--- src/hdl/tmr_params.svh ---
// constants of the 8-bit timer/counter: offsets, field positions, resets
// assumes an AXI4-Lite slave with 8 address bits and 32-bit data
//
// Contract
// - count and both compare values 8 bits
// - flags visible, each masked individually
// - tick from prescaler or pin; zero stops
// - each tick clears, increments or decrements
// - cpu counter access always; write wins
// - three mode bits; overflow per mode
// - equal compare sets flag next tick
// - flag cleared by service or write-one
// - pwm modes double buffer at top/bottom
// - cpu reaches buffer when buffering, else active
// - force strobe acts like match outside pwm modes, no flag
// - counter write blocks match next tick
// - output state kept across mode change
// - output mode bits act immediately
// - output registers reset to zero
// - nonzero output mode overrides port value
// - output mode zero leaves output alone
// - top and bottom indications drive waveforms
// - bottom is 0x00, maximum is 0xff
// - top is maximum or compare value a
`ifndef TMR_PARAMS_SVH
`define TMR_PARAMS_SVH
// register byte offsets
`define TMR_OFS_CTRLA 8'h00
`define TMR_OFS_CTRLB 8'h04
`define TMR_OFS_COUNT 8'h08
`define TMR_OFS_CMPA 8'h0c
`define TMR_OFS_CMPB 8'h10
`define TMR_OFS_MASK 8'h14
`define TMR_OFS_FLAG 8'h18
// control register a fields (two bits each above, mode low bits at 1:0)
`define TMR_CA_COMA 6
`define TMR_CA_COMB 4
`define TMR_CA_WGM 0
// control register b fields
`define TMR_CB_FOCA 7
`define TMR_CB_FOCB 6
`define TMR_CB_WGM2 3
`define TMR_CB_CS 0
// flag and mask bit positions
`define TMR_FL_OVF 0
`define TMR_FL_CMPA 1
`define TMR_FL_CMPB 2
// values
`define TMR_RST_BYTE 8'h00
`define TMR_MAX 8'hff
`define TMR_BOTTOM 8'h00
`define TMR_RESP_OKAY 2'b00
`define TMR_RESP_SLVERR 2'b10
`endif

--- src/hdl/tmr_pkg.sv ---
// types of the 8-bit timer/counter
// assumes tmr_params.svh holds all numeric constants
package tmr_pkg;
    // waveform generation modes, three bits
    typedef enum logic [2:0] {
        WGM_NORMAL = 3'b000,
        WGM_PC_MAX = 3'b001,
        WGM_CTC = 3'b010,
        WGM_FAST_MAX = 3'b011,
        WGM_RSV4 = 3'b100,
        WGM_PC_A = 3'b101,
        WGM_RSV6 = 3'b110,
        WGM_FAST_A = 3'b111
    } tmr_wgm_e;
    // one timer byte
    typedef logic [7:0] tmr_byte_t;
endpackage

--- src/hdl/tmr_cmp_if.sv ---
// carrier between the counter core and one compare unit
// assumes one instance per compare channel, all on core_clk
`timescale 1ns/1ps
interface tmr_cmp_if;
    import tmr_pkg::*;
    logic tick; // timer tick this cycle
    logic noBlock; // matches allowed this tick
    tmr_byte_t count; // counter value
    logic pwm; // any pwm mode
    logic phase; // phase correct pwm
    logic countUp; // current direction
    logic bottomEv; // fast pwm wrap tick
    logic bufLoad; // move buffer into active
    logic wideToggle; // toggle allowed in pwm
    logic [1:0] com; // compare output mode
    logic wr; // cpu writes compare value
    tmr_byte_t wdata; // cpu write byte
    logic strobe; // force strobe
    tmr_byte_t active; // active compare value
    tmr_byte_t readback; // value cpu reads
    logic ocState; // output compare register
    logic matchEv; // accepted match pulse
    modport unit(input tick, noBlock, count, pwm, phase, countUp, bottomEv, bufLoad,
        wideToggle, com, wr, wdata, strobe, output active, readback, ocState, matchEv);
    modport ctl(output tick, noBlock, count, pwm, phase, countUp, bottomEv, bufLoad,
        wideToggle, com, wr, wdata, strobe, input active, readback, ocState, matchEv);
endinterface

--- src/hdl/tmr_cmp_unit.sv ---
// one output compare unit: compare value, buffer and output register
// assumes the counter core drives tick, mode and cpu strobes on core_clk
`timescale 1ns/1ps
`include "tmr_params.svh"
module tmr_cmp_unit (
    // clock and reset
    input wire logic core_clk,
    input wire logic rst,
    // link to counter core
    tmr_cmp_if.unit cu
);
    import tmr_pkg::*;
    tmr_byte_t act_ff; // active compare value
    tmr_byte_t buf_ff; // double buffer
    logic oc_ff; // output compare register
    logic nxt_oc;
    wire logic isEqual = (cu.count == act_ff);
    wire logic hit = cu.tick & cu.noBlock & isEqual;
    wire logic forced = cu.strobe & ~cu.pwm;

    ////////////////////////////////////////////////////////////////////////////
    // output action; mode bits read live, never buffered
    always_comb begin
        nxt_oc = oc_ff;
        if (cu.com != 2'b00) begin
            if (!cu.pwm) begin
                if (hit | forced) begin
                    case (cu.com)
                        2'b01: nxt_oc = ~oc_ff;
                        2'b10: nxt_oc = 1'b0;
                        default: nxt_oc = 1'b1;
                    endcase
                end
            end else if (cu.phase) begin
                // mode 10 clears on up-count match and sets on down-count match, 11 the reverse
                if (hit) begin
                    if (cu.com == 2'b01) begin
                        nxt_oc = cu.wideToggle ? ~oc_ff : oc_ff;
                    end else begin
                        nxt_oc = (cu.com == 2'b10) ? ~cu.countUp : cu.countUp;
                    end
                end
            end else begin
                // bottom wins so a compare at max gives a steady level
                if (cu.bottomEv && cu.com[1]) begin
                    nxt_oc = ~cu.com[0];
                end else if (hit) begin
                    if (cu.com == 2'b01) begin
                        nxt_oc = cu.wideToggle ? ~oc_ff : oc_ff;
                    end else begin
                        nxt_oc = cu.com[0];
                    end
                end
            end
        end
    end

    ////////////////////////////////////////////////////////////////////////////
    // compare value, buffer and output register
    always_ff @(posedge core_clk or posedge rst) begin
        if (rst) begin
            act_ff <= `TMR_RST_BYTE;
            buf_ff <= `TMR_RST_BYTE;
            oc_ff <= 1'b0;
        end else begin
            oc_ff <= nxt_oc;
            if (cu.wr) begin
                buf_ff <= cu.wdata;
                if (!cu.pwm) begin
                    act_ff <= cu.wdata;
                end
            end else if (cu.bufLoad) begin
                act_ff <= buf_ff;
            end
        end
    end

    assign cu.active = act_ff;
    assign cu.readback = cu.pwm ? buf_ff : act_ff;
    assign cu.ocState = oc_ff;
    assign cu.matchEv = hit;
endmodule

--- src/hdl/tmr_counter_top.sv ---
// 8-bit timer/counter with two compare units behind an AXI4-Lite slave
// assumes prescaler pulses on core_clk and port data/direction from the
// general port logic; the external count pin is asynchronous
//
// Decided for this implementation: the AXI4-Lite interface to the registers and the register offsets.
`timescale 1ns/1ps
`include "tmr_params.svh"
module tmr_counter_top (
    // clock and reset
    input wire logic core_clk,
    input wire logic rst,
    // axi4-lite write address
    input wire logic [7:0] s_axi_awaddr,
    input wire logic s_axi_awvalid,
    output logic s_axi_awready,
    // axi4-lite write data
    input wire logic [31:0] s_axi_wdata,
    input wire logic [3:0] s_axi_wstrb,
    input wire logic s_axi_wvalid,
    output logic s_axi_wready,
    // axi4-lite write response
    output logic [1:0] s_axi_bresp,
    output logic s_axi_bvalid,
    input wire logic s_axi_bready,
    // axi4-lite read address
    input wire logic [7:0] s_axi_araddr,
    input wire logic s_axi_arvalid,
    output logic s_axi_arready,
    // axi4-lite read data
    output logic [31:0] s_axi_rdata,
    output logic [1:0] s_axi_rresp,
    output logic s_axi_rvalid,
    input wire logic s_axi_rready,
    // tick sources
    input wire logic [3:0] prescTick,
    input wire logic externalCountPin,
    // port logic and pins, index 0 is channel a
    input wire logic [1:0] portData,
    input wire logic [1:0] portDir,
    output logic [1:0] compareOutPin,
    output logic [1:0] compareOutOe_n,
    // interrupt requests and service acknowledge, bit order ovf, a, b
    input wire logic [2:0] irqAck,
    output logic [2:0] irqReq
);
    import tmr_pkg::*;

    ////////////////////////////////////////////////////////////////////////////
    // declarations
    tmr_cmp_if cmpA(); // channel a link
    tmr_cmp_if cmpB(); // channel b link
    logic [1:0] comA_ff; // output mode a
    logic [1:0] comB_ff; // output mode b
    tmr_wgm_e wgm_ff; // waveform mode
    logic [2:0] clockSelect_ff; // tick source
    tmr_byte_t count_ff;
    logic countUp_ff; // phase correct direction
    logic block_ff; // match blocked after write
    logic [2:0] mask_ff; // timer mask register
    logic [2:0] flag_ff; // timer flag register
    logic [2:0] nxt_flag;
    tmr_byte_t nxt_count;
    logic nxt_up;
    logic ovfCond; // overflow condition on tick
    logic loadCond; // buffer load condition on tick
    logic wrapCond; // fast pwm wrap on tick
    // external pin synchroniser and edge detect
    logic extS1_ff, extS2_ff, extS3_ff;
    logic extLvl_ff, extPrev_ff;
    // axi state
    logic awready_ff, wready_ff, bvalid_ff, arready_ff, rvalid_ff;
    logic [7:0] awAddr_ff;
    logic [7:0] wByte_ff;
    logic wLane_ff;
    logic [1:0] bresp_ff, rresp_ff;
    logic [31:0] rdata_ff;
    logic [31:0] rdMux;
    logic rdHit;
    // pin and request outputs
    logic [1:0] pinOut_ff, pinOeN_ff;
    logic [2:0] irq_ff;

    ////////////////////////////////////////////////////////////////////////////
    // mode decode
    wire logic isPwm = wgm_ff[0];
    wire logic isPhase = (wgm_ff == WGM_PC_MAX) || (wgm_ff == WGM_PC_A);
    wire logic isFast = (wgm_ff == WGM_FAST_MAX) || (wgm_ff == WGM_FAST_A);
    wire logic isCtc = (wgm_ff == WGM_CTC);
    wire logic topIsA = isCtc || (wgm_ff == WGM_PC_A) || (wgm_ff == WGM_FAST_A);
    wire tmr_byte_t topVal = topIsA ? cmpA.active : `TMR_MAX;
    wire logic atTop = (count_ff == topVal);
    wire logic atBottom = (count_ff == `TMR_BOTTOM);
    wire logic atMax = (count_ff == `TMR_MAX);

    ////////////////////////////////////////////////////////////////////////////
    // external pin: three flops, a change counts once stages two and three agree
    always_ff @(posedge core_clk or posedge rst) begin
        if (rst) begin
            extS1_ff <= 1'b0;
            extS2_ff <= 1'b0;
            extS3_ff <= 1'b0;
            extLvl_ff <= 1'b0;
            extPrev_ff <= 1'b0;
        end else begin
            extS1_ff <= externalCountPin;
            extS2_ff <= extS1_ff;
            extS3_ff <= extS2_ff;
            if (extS2_ff == extS3_ff) begin
                extLvl_ff <= extS3_ff;
            end
            extPrev_ff <= extLvl_ff;
        end
    end
    wire logic extRise = extLvl_ff & ~extPrev_ff;
    wire logic extFall = ~extLvl_ff & extPrev_ff;

    ////////////////////////////////////////////////////////////////////////////
    // tick select: 0 stop, 1 core clock, 2-5 prescaler taps, 6 fall, 7 rise
    wire logic [1:0] tapSel = 2'(clockSelect_ff - 3'd2);
    wire logic timerTick = (clockSelect_ff == 3'd0) ? 1'b0 :
        (clockSelect_ff == 3'd1) ? 1'b1 :
        (clockSelect_ff == 3'd6) ? extFall :
        (clockSelect_ff == 3'd7) ? extRise :
        prescTick[tapSel];

    ////////////////////////////////////////////////////////////////////////////
    // counting sequence per mode
    always_comb begin
        nxt_count = 8'(count_ff + 8'h01);
        nxt_up = countUp_ff;
        ovfCond = 1'b0;
        loadCond = 1'b0;
        wrapCond = 1'b0;
        if (isPhase) begin
            // dual slope: turn at top, turn again at bottom
            if (countUp_ff) begin
                if (atTop) begin
                    nxt_count = 8'(count_ff - 8'h01);
                    nxt_up = 1'b0;
                    loadCond = 1'b1;
                end
            end else begin
                if (atBottom) begin
                    nxt_up = 1'b1;
                    ovfCond = 1'b1;
                end else begin
                    nxt_count = 8'(count_ff - 8'h01);
                end
            end
        end else if (isFast) begin
            // single slope: wrap top to bottom, buffer moves on the wrap
            nxt_up = 1'b1;
            if (atTop) begin
                nxt_count = `TMR_BOTTOM;
                ovfCond = 1'b1;
                loadCond = 1'b1;
                wrapCond = 1'b1;
            end
        end else begin
            // normal, ctc and reserved codes count up
            nxt_up = 1'b1;
            ovfCond = atMax;
            if (isCtc && atTop) begin
                nxt_count = `TMR_BOTTOM;
            end
        end
    end

    ////////////////////////////////////////////////////////////////////////////
    // axi write decode, one byte lane carries each register
    wire logic wrFire = ~awready_ff & ~wready_ff & ~bvalid_ff;
    wire logic selCtrlA = (awAddr_ff == `TMR_OFS_CTRLA);
    wire logic selCtrlB = (awAddr_ff == `TMR_OFS_CTRLB);
    wire logic selCount = (awAddr_ff == `TMR_OFS_COUNT);
    wire logic selCmpA = (awAddr_ff == `TMR_OFS_CMPA);
    wire logic selCmpB = (awAddr_ff == `TMR_OFS_CMPB);
    wire logic selMask = (awAddr_ff == `TMR_OFS_MASK);
    wire logic selFlag = (awAddr_ff == `TMR_OFS_FLAG);
    wire logic wrHit = selCtrlA | selCtrlB | selCount | selCmpA | selCmpB | selMask | selFlag;
    wire logic wrEn = wrFire & wLane_ff;
    wire logic wrCount = wrEn & selCount;
    wire logic wrFlag = wrEn & selFlag;

    ////////////////////////////////////////////////////////////////////////////
    // write address and data channels, taken in either order
    always_ff @(posedge core_clk or posedge rst) begin
        if (rst) begin
            awready_ff <= 1'b1;
            wready_ff <= 1'b1;
            bvalid_ff <= 1'b0;
            bresp_ff <= `TMR_RESP_OKAY;
            awAddr_ff <= 8'h00;
            wByte_ff <= 8'h00;
            wLane_ff <= 1'b0;
        end else begin
            if (s_axi_awvalid && awready_ff) begin
                awAddr_ff <= s_axi_awaddr;
                awready_ff <= 1'b0;
            end else if (bvalid_ff && s_axi_bready) begin
                awready_ff <= 1'b1;
            end
            if (s_axi_wvalid && wready_ff) begin
                wByte_ff <= s_axi_wdata[7:0];
                wLane_ff <= s_axi_wstrb[0];
                wready_ff <= 1'b0;
            end else if (bvalid_ff && s_axi_bready) begin
                wready_ff <= 1'b1;
            end
            // response once both halves are held
            if (wrFire) begin
                bvalid_ff <= 1'b1;
                bresp_ff <= wrHit ? `TMR_RESP_OKAY : `TMR_RESP_SLVERR;
            end else if (bvalid_ff && s_axi_bready) begin
                bvalid_ff <= 1'b0;
            end
        end
    end

    ////////////////////////////////////////////////////////////////////////////
    // control, mask and counter registers; a cpu write beats the tick
    always_ff @(posedge core_clk or posedge rst) begin
        if (rst) begin
            comA_ff <= 2'b00;
            comB_ff <= 2'b00;
            wgm_ff <= WGM_NORMAL;
            clockSelect_ff <= 3'b000;
            mask_ff <= 3'b000;
            count_ff <= `TMR_RST_BYTE;
            countUp_ff <= 1'b1;
            block_ff <= 1'b0;
        end else begin
            if (wrEn && selCtrlA) begin
                comA_ff <= wByte_ff[`TMR_CA_COMA +: 2];
                comB_ff <= wByte_ff[`TMR_CA_COMB +: 2];
                wgm_ff <= tmr_wgm_e'({wgm_ff[2], wByte_ff[`TMR_CA_WGM +: 2]});
            end
            if (wrEn && selCtrlB) begin
                wgm_ff <= tmr_wgm_e'({wByte_ff[`TMR_CB_WGM2], wgm_ff[1:0]});
                clockSelect_ff <= wByte_ff[`TMR_CB_CS +: 3];
            end
            if (wrEn && selMask) begin
                mask_ff <= wByte_ff[2:0];
            end
            if (wrCount) begin
                count_ff <= wByte_ff;
                block_ff <= 1'b1;
            end else if (timerTick) begin
                count_ff <= nxt_count;
                countUp_ff <= nxt_up;
                block_ff <= 1'b0;
            end
        end
    end

    ////////////////////////////////////////////////////////////////////////////
    // flags: hardware set wins over service and write-one clear
    wire logic ovfEv = timerTick & ovfCond & ~wrCount;
    wire logic [2:0] flagSet = {cmpB.matchEv, cmpA.matchEv, ovfEv};
    wire logic [2:0] flagClr = irqAck | (wrFlag ? wByte_ff[2:0] : 3'b000);
    assign nxt_flag = (flag_ff & ~flagClr) | flagSet;
    always_ff @(posedge core_clk or posedge rst) begin
        if (rst) begin
            flag_ff <= 3'b000;
            irq_ff <= 3'b000;
        end else begin
            flag_ff <= nxt_flag;
            irq_ff <= flag_ff & mask_ff;
        end
    end

    ////////////////////////////////////////////////////////////////////////////
    // compare unit links
    wire logic tickLink = timerTick & ~wrCount;
    assign cmpA.tick = tickLink;
    assign cmpA.noBlock = ~block_ff;
    assign cmpA.count = count_ff;
    assign cmpA.pwm = isPwm;
    assign cmpA.phase = isPhase;
    assign cmpA.countUp = countUp_ff;
    assign cmpA.bottomEv = tickLink & wrapCond;
    assign cmpA.bufLoad = tickLink & loadCond & isPwm;
    assign cmpA.wideToggle = wgm_ff[2];
    assign cmpA.com = comA_ff;
    assign cmpA.wr = wrEn & selCmpA;
    assign cmpA.wdata = wByte_ff;
    assign cmpA.strobe = wrEn & selCtrlB & wByte_ff[`TMR_CB_FOCA];
    assign cmpB.tick = tickLink;
    assign cmpB.noBlock = ~block_ff;
    assign cmpB.count = count_ff;
    assign cmpB.pwm = isPwm;
    assign cmpB.phase = isPhase;
    assign cmpB.countUp = countUp_ff;
    assign cmpB.bottomEv = tickLink & wrapCond;
    assign cmpB.bufLoad = tickLink & loadCond & isPwm;
    assign cmpB.wideToggle = 1'b0; // toggle in pwm is a channel a option only
    assign cmpB.com = comB_ff;
    assign cmpB.wr = wrEn & selCmpB;
    assign cmpB.wdata = wByte_ff;
    assign cmpB.strobe = wrEn & selCtrlB & wByte_ff[`TMR_CB_FOCB];

    // compare unit a
    tmr_cmp_unit unitA (
        .core_clk(core_clk),
        .rst(rst),
        .cu(cmpA)
    );
    // compare unit b
    tmr_cmp_unit unitB (
        .core_clk(core_clk),
        .rst(rst),
        .cu(cmpB)
    );

    ////////////////////////////////////////////////////////////////////////////
    // read mux; force strobes always read back as zero
    always_comb begin
        rdMux = 32'h0000_0000;
        rdHit = 1'b1;
        if (s_axi_araddr == `TMR_OFS_CTRLA) begin
            rdMux[7:0] = {comA_ff, comB_ff, 2'b00, wgm_ff[1:0]};
        end else if (s_axi_araddr == `TMR_OFS_CTRLB) begin
            rdMux[7:0] = {4'h0, wgm_ff[2], clockSelect_ff};
        end else if (s_axi_araddr == `TMR_OFS_COUNT) begin
            rdMux[7:0] = count_ff;
        end else if (s_axi_araddr == `TMR_OFS_CMPA) begin
            rdMux[7:0] = cmpA.readback;
        end else if (s_axi_araddr == `TMR_OFS_CMPB) begin
            rdMux[7:0] = cmpB.readback;
        end else if (s_axi_araddr == `TMR_OFS_MASK) begin
            rdMux[2:0] = mask_ff;
        end else if (s_axi_araddr == `TMR_OFS_FLAG) begin
            rdMux[2:0] = flag_ff;
        end else begin
            rdHit = 1'b0;
        end
    end

    ////////////////////////////////////////////////////////////////////////////
    // read channel: data sampled at the address handshake
    always_ff @(posedge core_clk or posedge rst) begin
        if (rst) begin
            arready_ff <= 1'b1;
            rvalid_ff <= 1'b0;
            rdata_ff <= 32'h0000_0000;
            rresp_ff <= `TMR_RESP_OKAY;
        end else if (s_axi_arvalid && arready_ff) begin
            arready_ff <= 1'b0;
            rvalid_ff <= 1'b1;
            rdata_ff <= rdMux;
            rresp_ff <= rdHit ? `TMR_RESP_OKAY : `TMR_RESP_SLVERR;
        end else if (rvalid_ff && s_axi_rready) begin
            arready_ff <= 1'b1;
            rvalid_ff <= 1'b0;
        end
    end

    ////////////////////////////////////////////////////////////////////////////
    // pin override; direction stays with the port logic
    always_ff @(posedge core_clk or posedge rst) begin
        if (rst) begin
            pinOut_ff <= 2'b00;
            pinOeN_ff <= 2'b11;
        end else begin
            pinOut_ff[0] <= (comA_ff != 2'b00) ? cmpA.ocState : portData[0];
            pinOut_ff[1] <= (comB_ff != 2'b00) ? cmpB.ocState : portData[1];
            pinOeN_ff <= ~portDir;
        end
    end

    ////////////////////////////////////////////////////////////////////////////
    // outputs
    assign s_axi_awready = awready_ff;
    assign s_axi_wready = wready_ff;
    assign s_axi_bvalid = bvalid_ff;
    assign s_axi_bresp = bresp_ff;
    assign s_axi_arready = arready_ff;
    assign s_axi_rvalid = rvalid_ff;
    assign s_axi_rdata = rdata_ff;
    assign s_axi_rresp = rresp_ff;
    assign compareOutPin = pinOut_ff;
    assign compareOutOe_n = pinOeN_ff;
    assign irqReq = irq_ff;
endmodule

--- config.mk ---
export PLATFORM = sky130hd
export DESIGN_NAME = tmr_counter_top
export DESIGN_NICKNAME = d
export VERILOG_FILES = /design/src/hdl/tmr_pkg.sv /design/src/hdl/tmr_cmp_if.sv /design/src/hdl/tmr_cmp_unit.sv /design/src/hdl/tmr_counter_top.sv
export VERILOG_INCLUDE_DIRS = /design/src /design/src/hdl
export SDC_FILE = /design/constraint.sdc
export NUM_CORES = 1
export LEC_CHECK = 0
export ABC_CLOCK_PERIOD_IN_PS = 3080
export BUFFER_PORTS_ARGS = -buffer_cell sky130_fd_sc_hd__buf_2
export CAP_MARGIN = 20
export CELL_PAD_IN_SITES_DETAIL_PLACEMENT = 0
export CELL_PAD_IN_SITES_GLOBAL_PLACEMENT = 1
export CORE_UTILIZATION = 25
export DETAILED_ROUTE_END_ITERATION = 8
export PLACE_DENSITY = 0.57
export SLEW_MARGIN = 10
export SYNTH_ARGS = -nofsm -noshare
export SYNTH_HDL_FRONTEND = slang
export SYNTH_SLANG_ARGS = --single-unit
--- constraint.sdc ---
create_clock -name core_clk -period 3.08 [get_ports core_clk]
set_input_delay 0.154 -clock core_clk [delete_from_list [all_inputs] [get_ports core_clk]]
set_output_delay 0.154 -clock core_clk [all_outputs]
set_load 0.01 [all_outputs]
==> results.md <==
* Min cycle time layout at 2.72 ns
* Data required, critical path at 3.33 ns
* Crit path largest cell delay at 0.60 ns
* Max-slew violations at 0
* Syn Area/Cell at 9.97 sq um
* Synth top area cells: dfrtp_1 42%, mux2_2 10%, buf_4 3.3%
* Outcome: completed
* Latest clock arrival within the worst-skew pair at 0.37 ns
* Post-synth EDFFs at 0
* TritonCTS clock tree: yes
* Worst Tran Pin Value at 0.730 ns
* First drt pass iteration count at 4
* Skew final at 0.0122 ns
* Port Buffers at 65
* Worst Setup Path Type: reg2reg
* Initial antenna violation count at 1
* Setup TNS Final at 0 ns
* Placer Congestion at 0.878
* Cell chosen for the clock root: clkbuf_16
* DR WL/cell at 17.0 um
* Initial Utilization at 25.7%
* Cts repair resizes at 0
* CTS sink count at 104
* Hold Crit Class: in2reg
* Largest net degree at the start of global routing at 54
* GR Util met3 at 3.23%
* Vias in the first global route at 4701
* Most common cell after layout, fill and taps aside: dfrtp_1
* Final antenna-violating net count at 0
* #FFs+latches synth at 104
* Synthesized cell area at 5880 sq um
* WP data arrival at 2.97 ns
* Total die area at 24100 sq um
* DRT iter0 DRCs at 247
* Yosys top cell by area: dfrtp_1
* Synth unique cells at 69
* R2r setup slk at 0.36 ns
* Asr flop ratio synth at 100%
* Max-Cap Viols at 0
* Gr busiest metal: met2
* Htree depth at 3
* Area growth syn-to-layout at 18.0%
* Total Wirelength at 16800 um
* Setup Buffers After CTS at 0
* Worst Setup Start Kind: flop
* Final hold violations at 0
* Die Y at 155 um
* Number of cell rows at 55
* Die width at 155 um
* CTS Hold Bufs at 9
* First-pass GRT wire length at 26800 um
* Critical path's slowest cell: or4_4
* Layout cells sized above 1 at 26.9%
* Most frequent cells in the layout: 98 x dfrtp_1, 65 x buf_2, 53 x mux2_2
* Final setup violation count at 0
* CP endpoint kind: flop
* Critical-path cell list: and2_1, a221oi_1, or4_4, nor4_4, buf_4, nand3_1, a31oi_1, mux2_2
* Top cell family by delay on the critical path: simple AND/OR/NAND/NOR gates
* CP Max Fanout at 7
* Estimated wirelength of the detail-placed design at 12300 um
* Cts bufs inserted at 9
* WP buf/inv at 1
* Register area share after synthesis at 44.4%
* Leak at 2.96 nW
* Peak supply drop at 0.406 mV
* Synth warn at 0
* PD cells at 711 nW/um^2
* Overall Global Routing Usage at 14.5%
* Period utilization at 88.4%
* Main synth FF type: dfrtp_1
* Vias per cell at 4.76
* Grt met2 use at 22.8%
* # DRC at 0
* GR Util met1 at 19.4%
* Synth top area share at 41.7%
* Core footprint at 22800 sq um
* Unrepaired setup endpoints after global routing: no
* Global route overflow at 0
* Worst-path clk slew at 0.08 ns
* Post-Syn Instances at 590
* Fin util at 30.4%
* Slew headroom at 51.3%
* Vias post-DR at 4690
* Total I/O pin count at 119
* Final net count at 740
* Max Buffers Root-to-Sink at 2
* Ant. Diodes at 0
* Max Freq at 367 MHz
## cell type report
cell class,instances,area (sq um)
Clock inverter,6,62.6
Multi-Input combinational cell,430,2960
Inverter,27,104
Clock buffer,10,229
Sequential cell,104,2610
Timing Repair Buffer,95,586
Fill cell,2427,15900
Tap cell,313,392
## worst paths after layout
path                                 startpoint                to  cells past startpoint
worst max-delay path                  wgm_ff[2]  unitB.cu.ocState                      8
worst min-delay path            s_axi_awaddr[2]      awAddr_ff[2]                      2
worst max register to register        wgm_ff[2]  unitB.cu.ocState                      8
worst min register to register         extS1_ff          extS2_ff                      0
max in group asynchronous                   rst     s_axi_arready                      4
min in group asynchronous                   rst   unitB.buf_ff[1]                      3
## kinds of logic (layout without fill, tap and decap cells)
family	Yosys count	after routing	share of synthesized area, %
simple gates	182	182	15.6
compound gates	128	128	15.3
flops	104	104	44.4
buf+inv	81	138	6.89
mux	76	76	15.0
xor+xnor	15	15	2.23
fa+ha+maj	3	3	0.596
other cells	1	26	0.0638
## per-stage QoR
stage,instances,area (sq um),hold slack [ns],setup WS (ns),power [mW]
after floorplan,615,5970,0.180,0.204,3.17
after global placement,960,6560,0.265,0.420,3.77
after detailed placement,960,6560,0.263,0.384,3.81
after CTS,985,6940,0.00184,0.356,4.98
after global routing,985,6940,0.00332,0.155,5.27
final,985,6940,0.0131,0.357,4.93
## worst reg2reg max path: cells and delay by family (launching register included)
family	cells	cell delay (ns)
muxes	1	0.36
buffers and inverters	1	0.20
DFF	1	0.50
and+or+nand+nor	4	1.18
AOI/OAI and AO/OA	2	0.35
## report_power, final
group	switching (mW)	internal [mW]
Clock	0.570	0.571
Sequential	0.444	1.68
Combinational	0.941	0.722
Total	1.95	2.98
## sequential cells by signal, summed over array words and instances, names as in the netlist, 2 cells and up
| register | count |
|---|---|
| cmpA.wdata | 8 |
| unitB.cu.active | 8 |
| cmpB.com | 2 |
| cmpA.count | 8 |
| wgm_ff | 3 |
| flag_ff | 3 |
| mask_ff | 3 |
| unitA.buf_ff | 8 |
| irqReq | 3 |
| clockSelect_ff | 3 |
| compareOutOe_n | 2 |
| unitB.buf_ff | 8 |
| unitA.cu.active | 8 |
| s_axi_rdata | 8 |
| awAddr_ff | 8 |
| cmpA.com | 2 |
| compareOutPin | 2 |
## synth_stat cells (all sizes together), types with 8 or more instances
library cell,instances
a21oi,23
buf,33
clkbuf,21
dfrtp,98
inv,27
mux2,61
mux2i,14
nand2,51
nand2b,10
nand3,15
nand4,8
nor2,47
nor2b,8
nor3,8
o211ai,8
o21ai,34
xnor2,13
## per-layer routing
| metal | share of wire, % | wire, um | up-vias |
|---|---|---|---|
| li1 | - | - | 2231 |
| met1 | 47 | 7920 | 2288 |
| met2 | 46 | 7690 | 154 |
| met3 | 5.2 | 881 | 17 |
| met4 | 1.8 | 299 | 0 |
| met5 | 0 | 0 | - |
No activity file was read; power rests on OpenSTA's default activity.
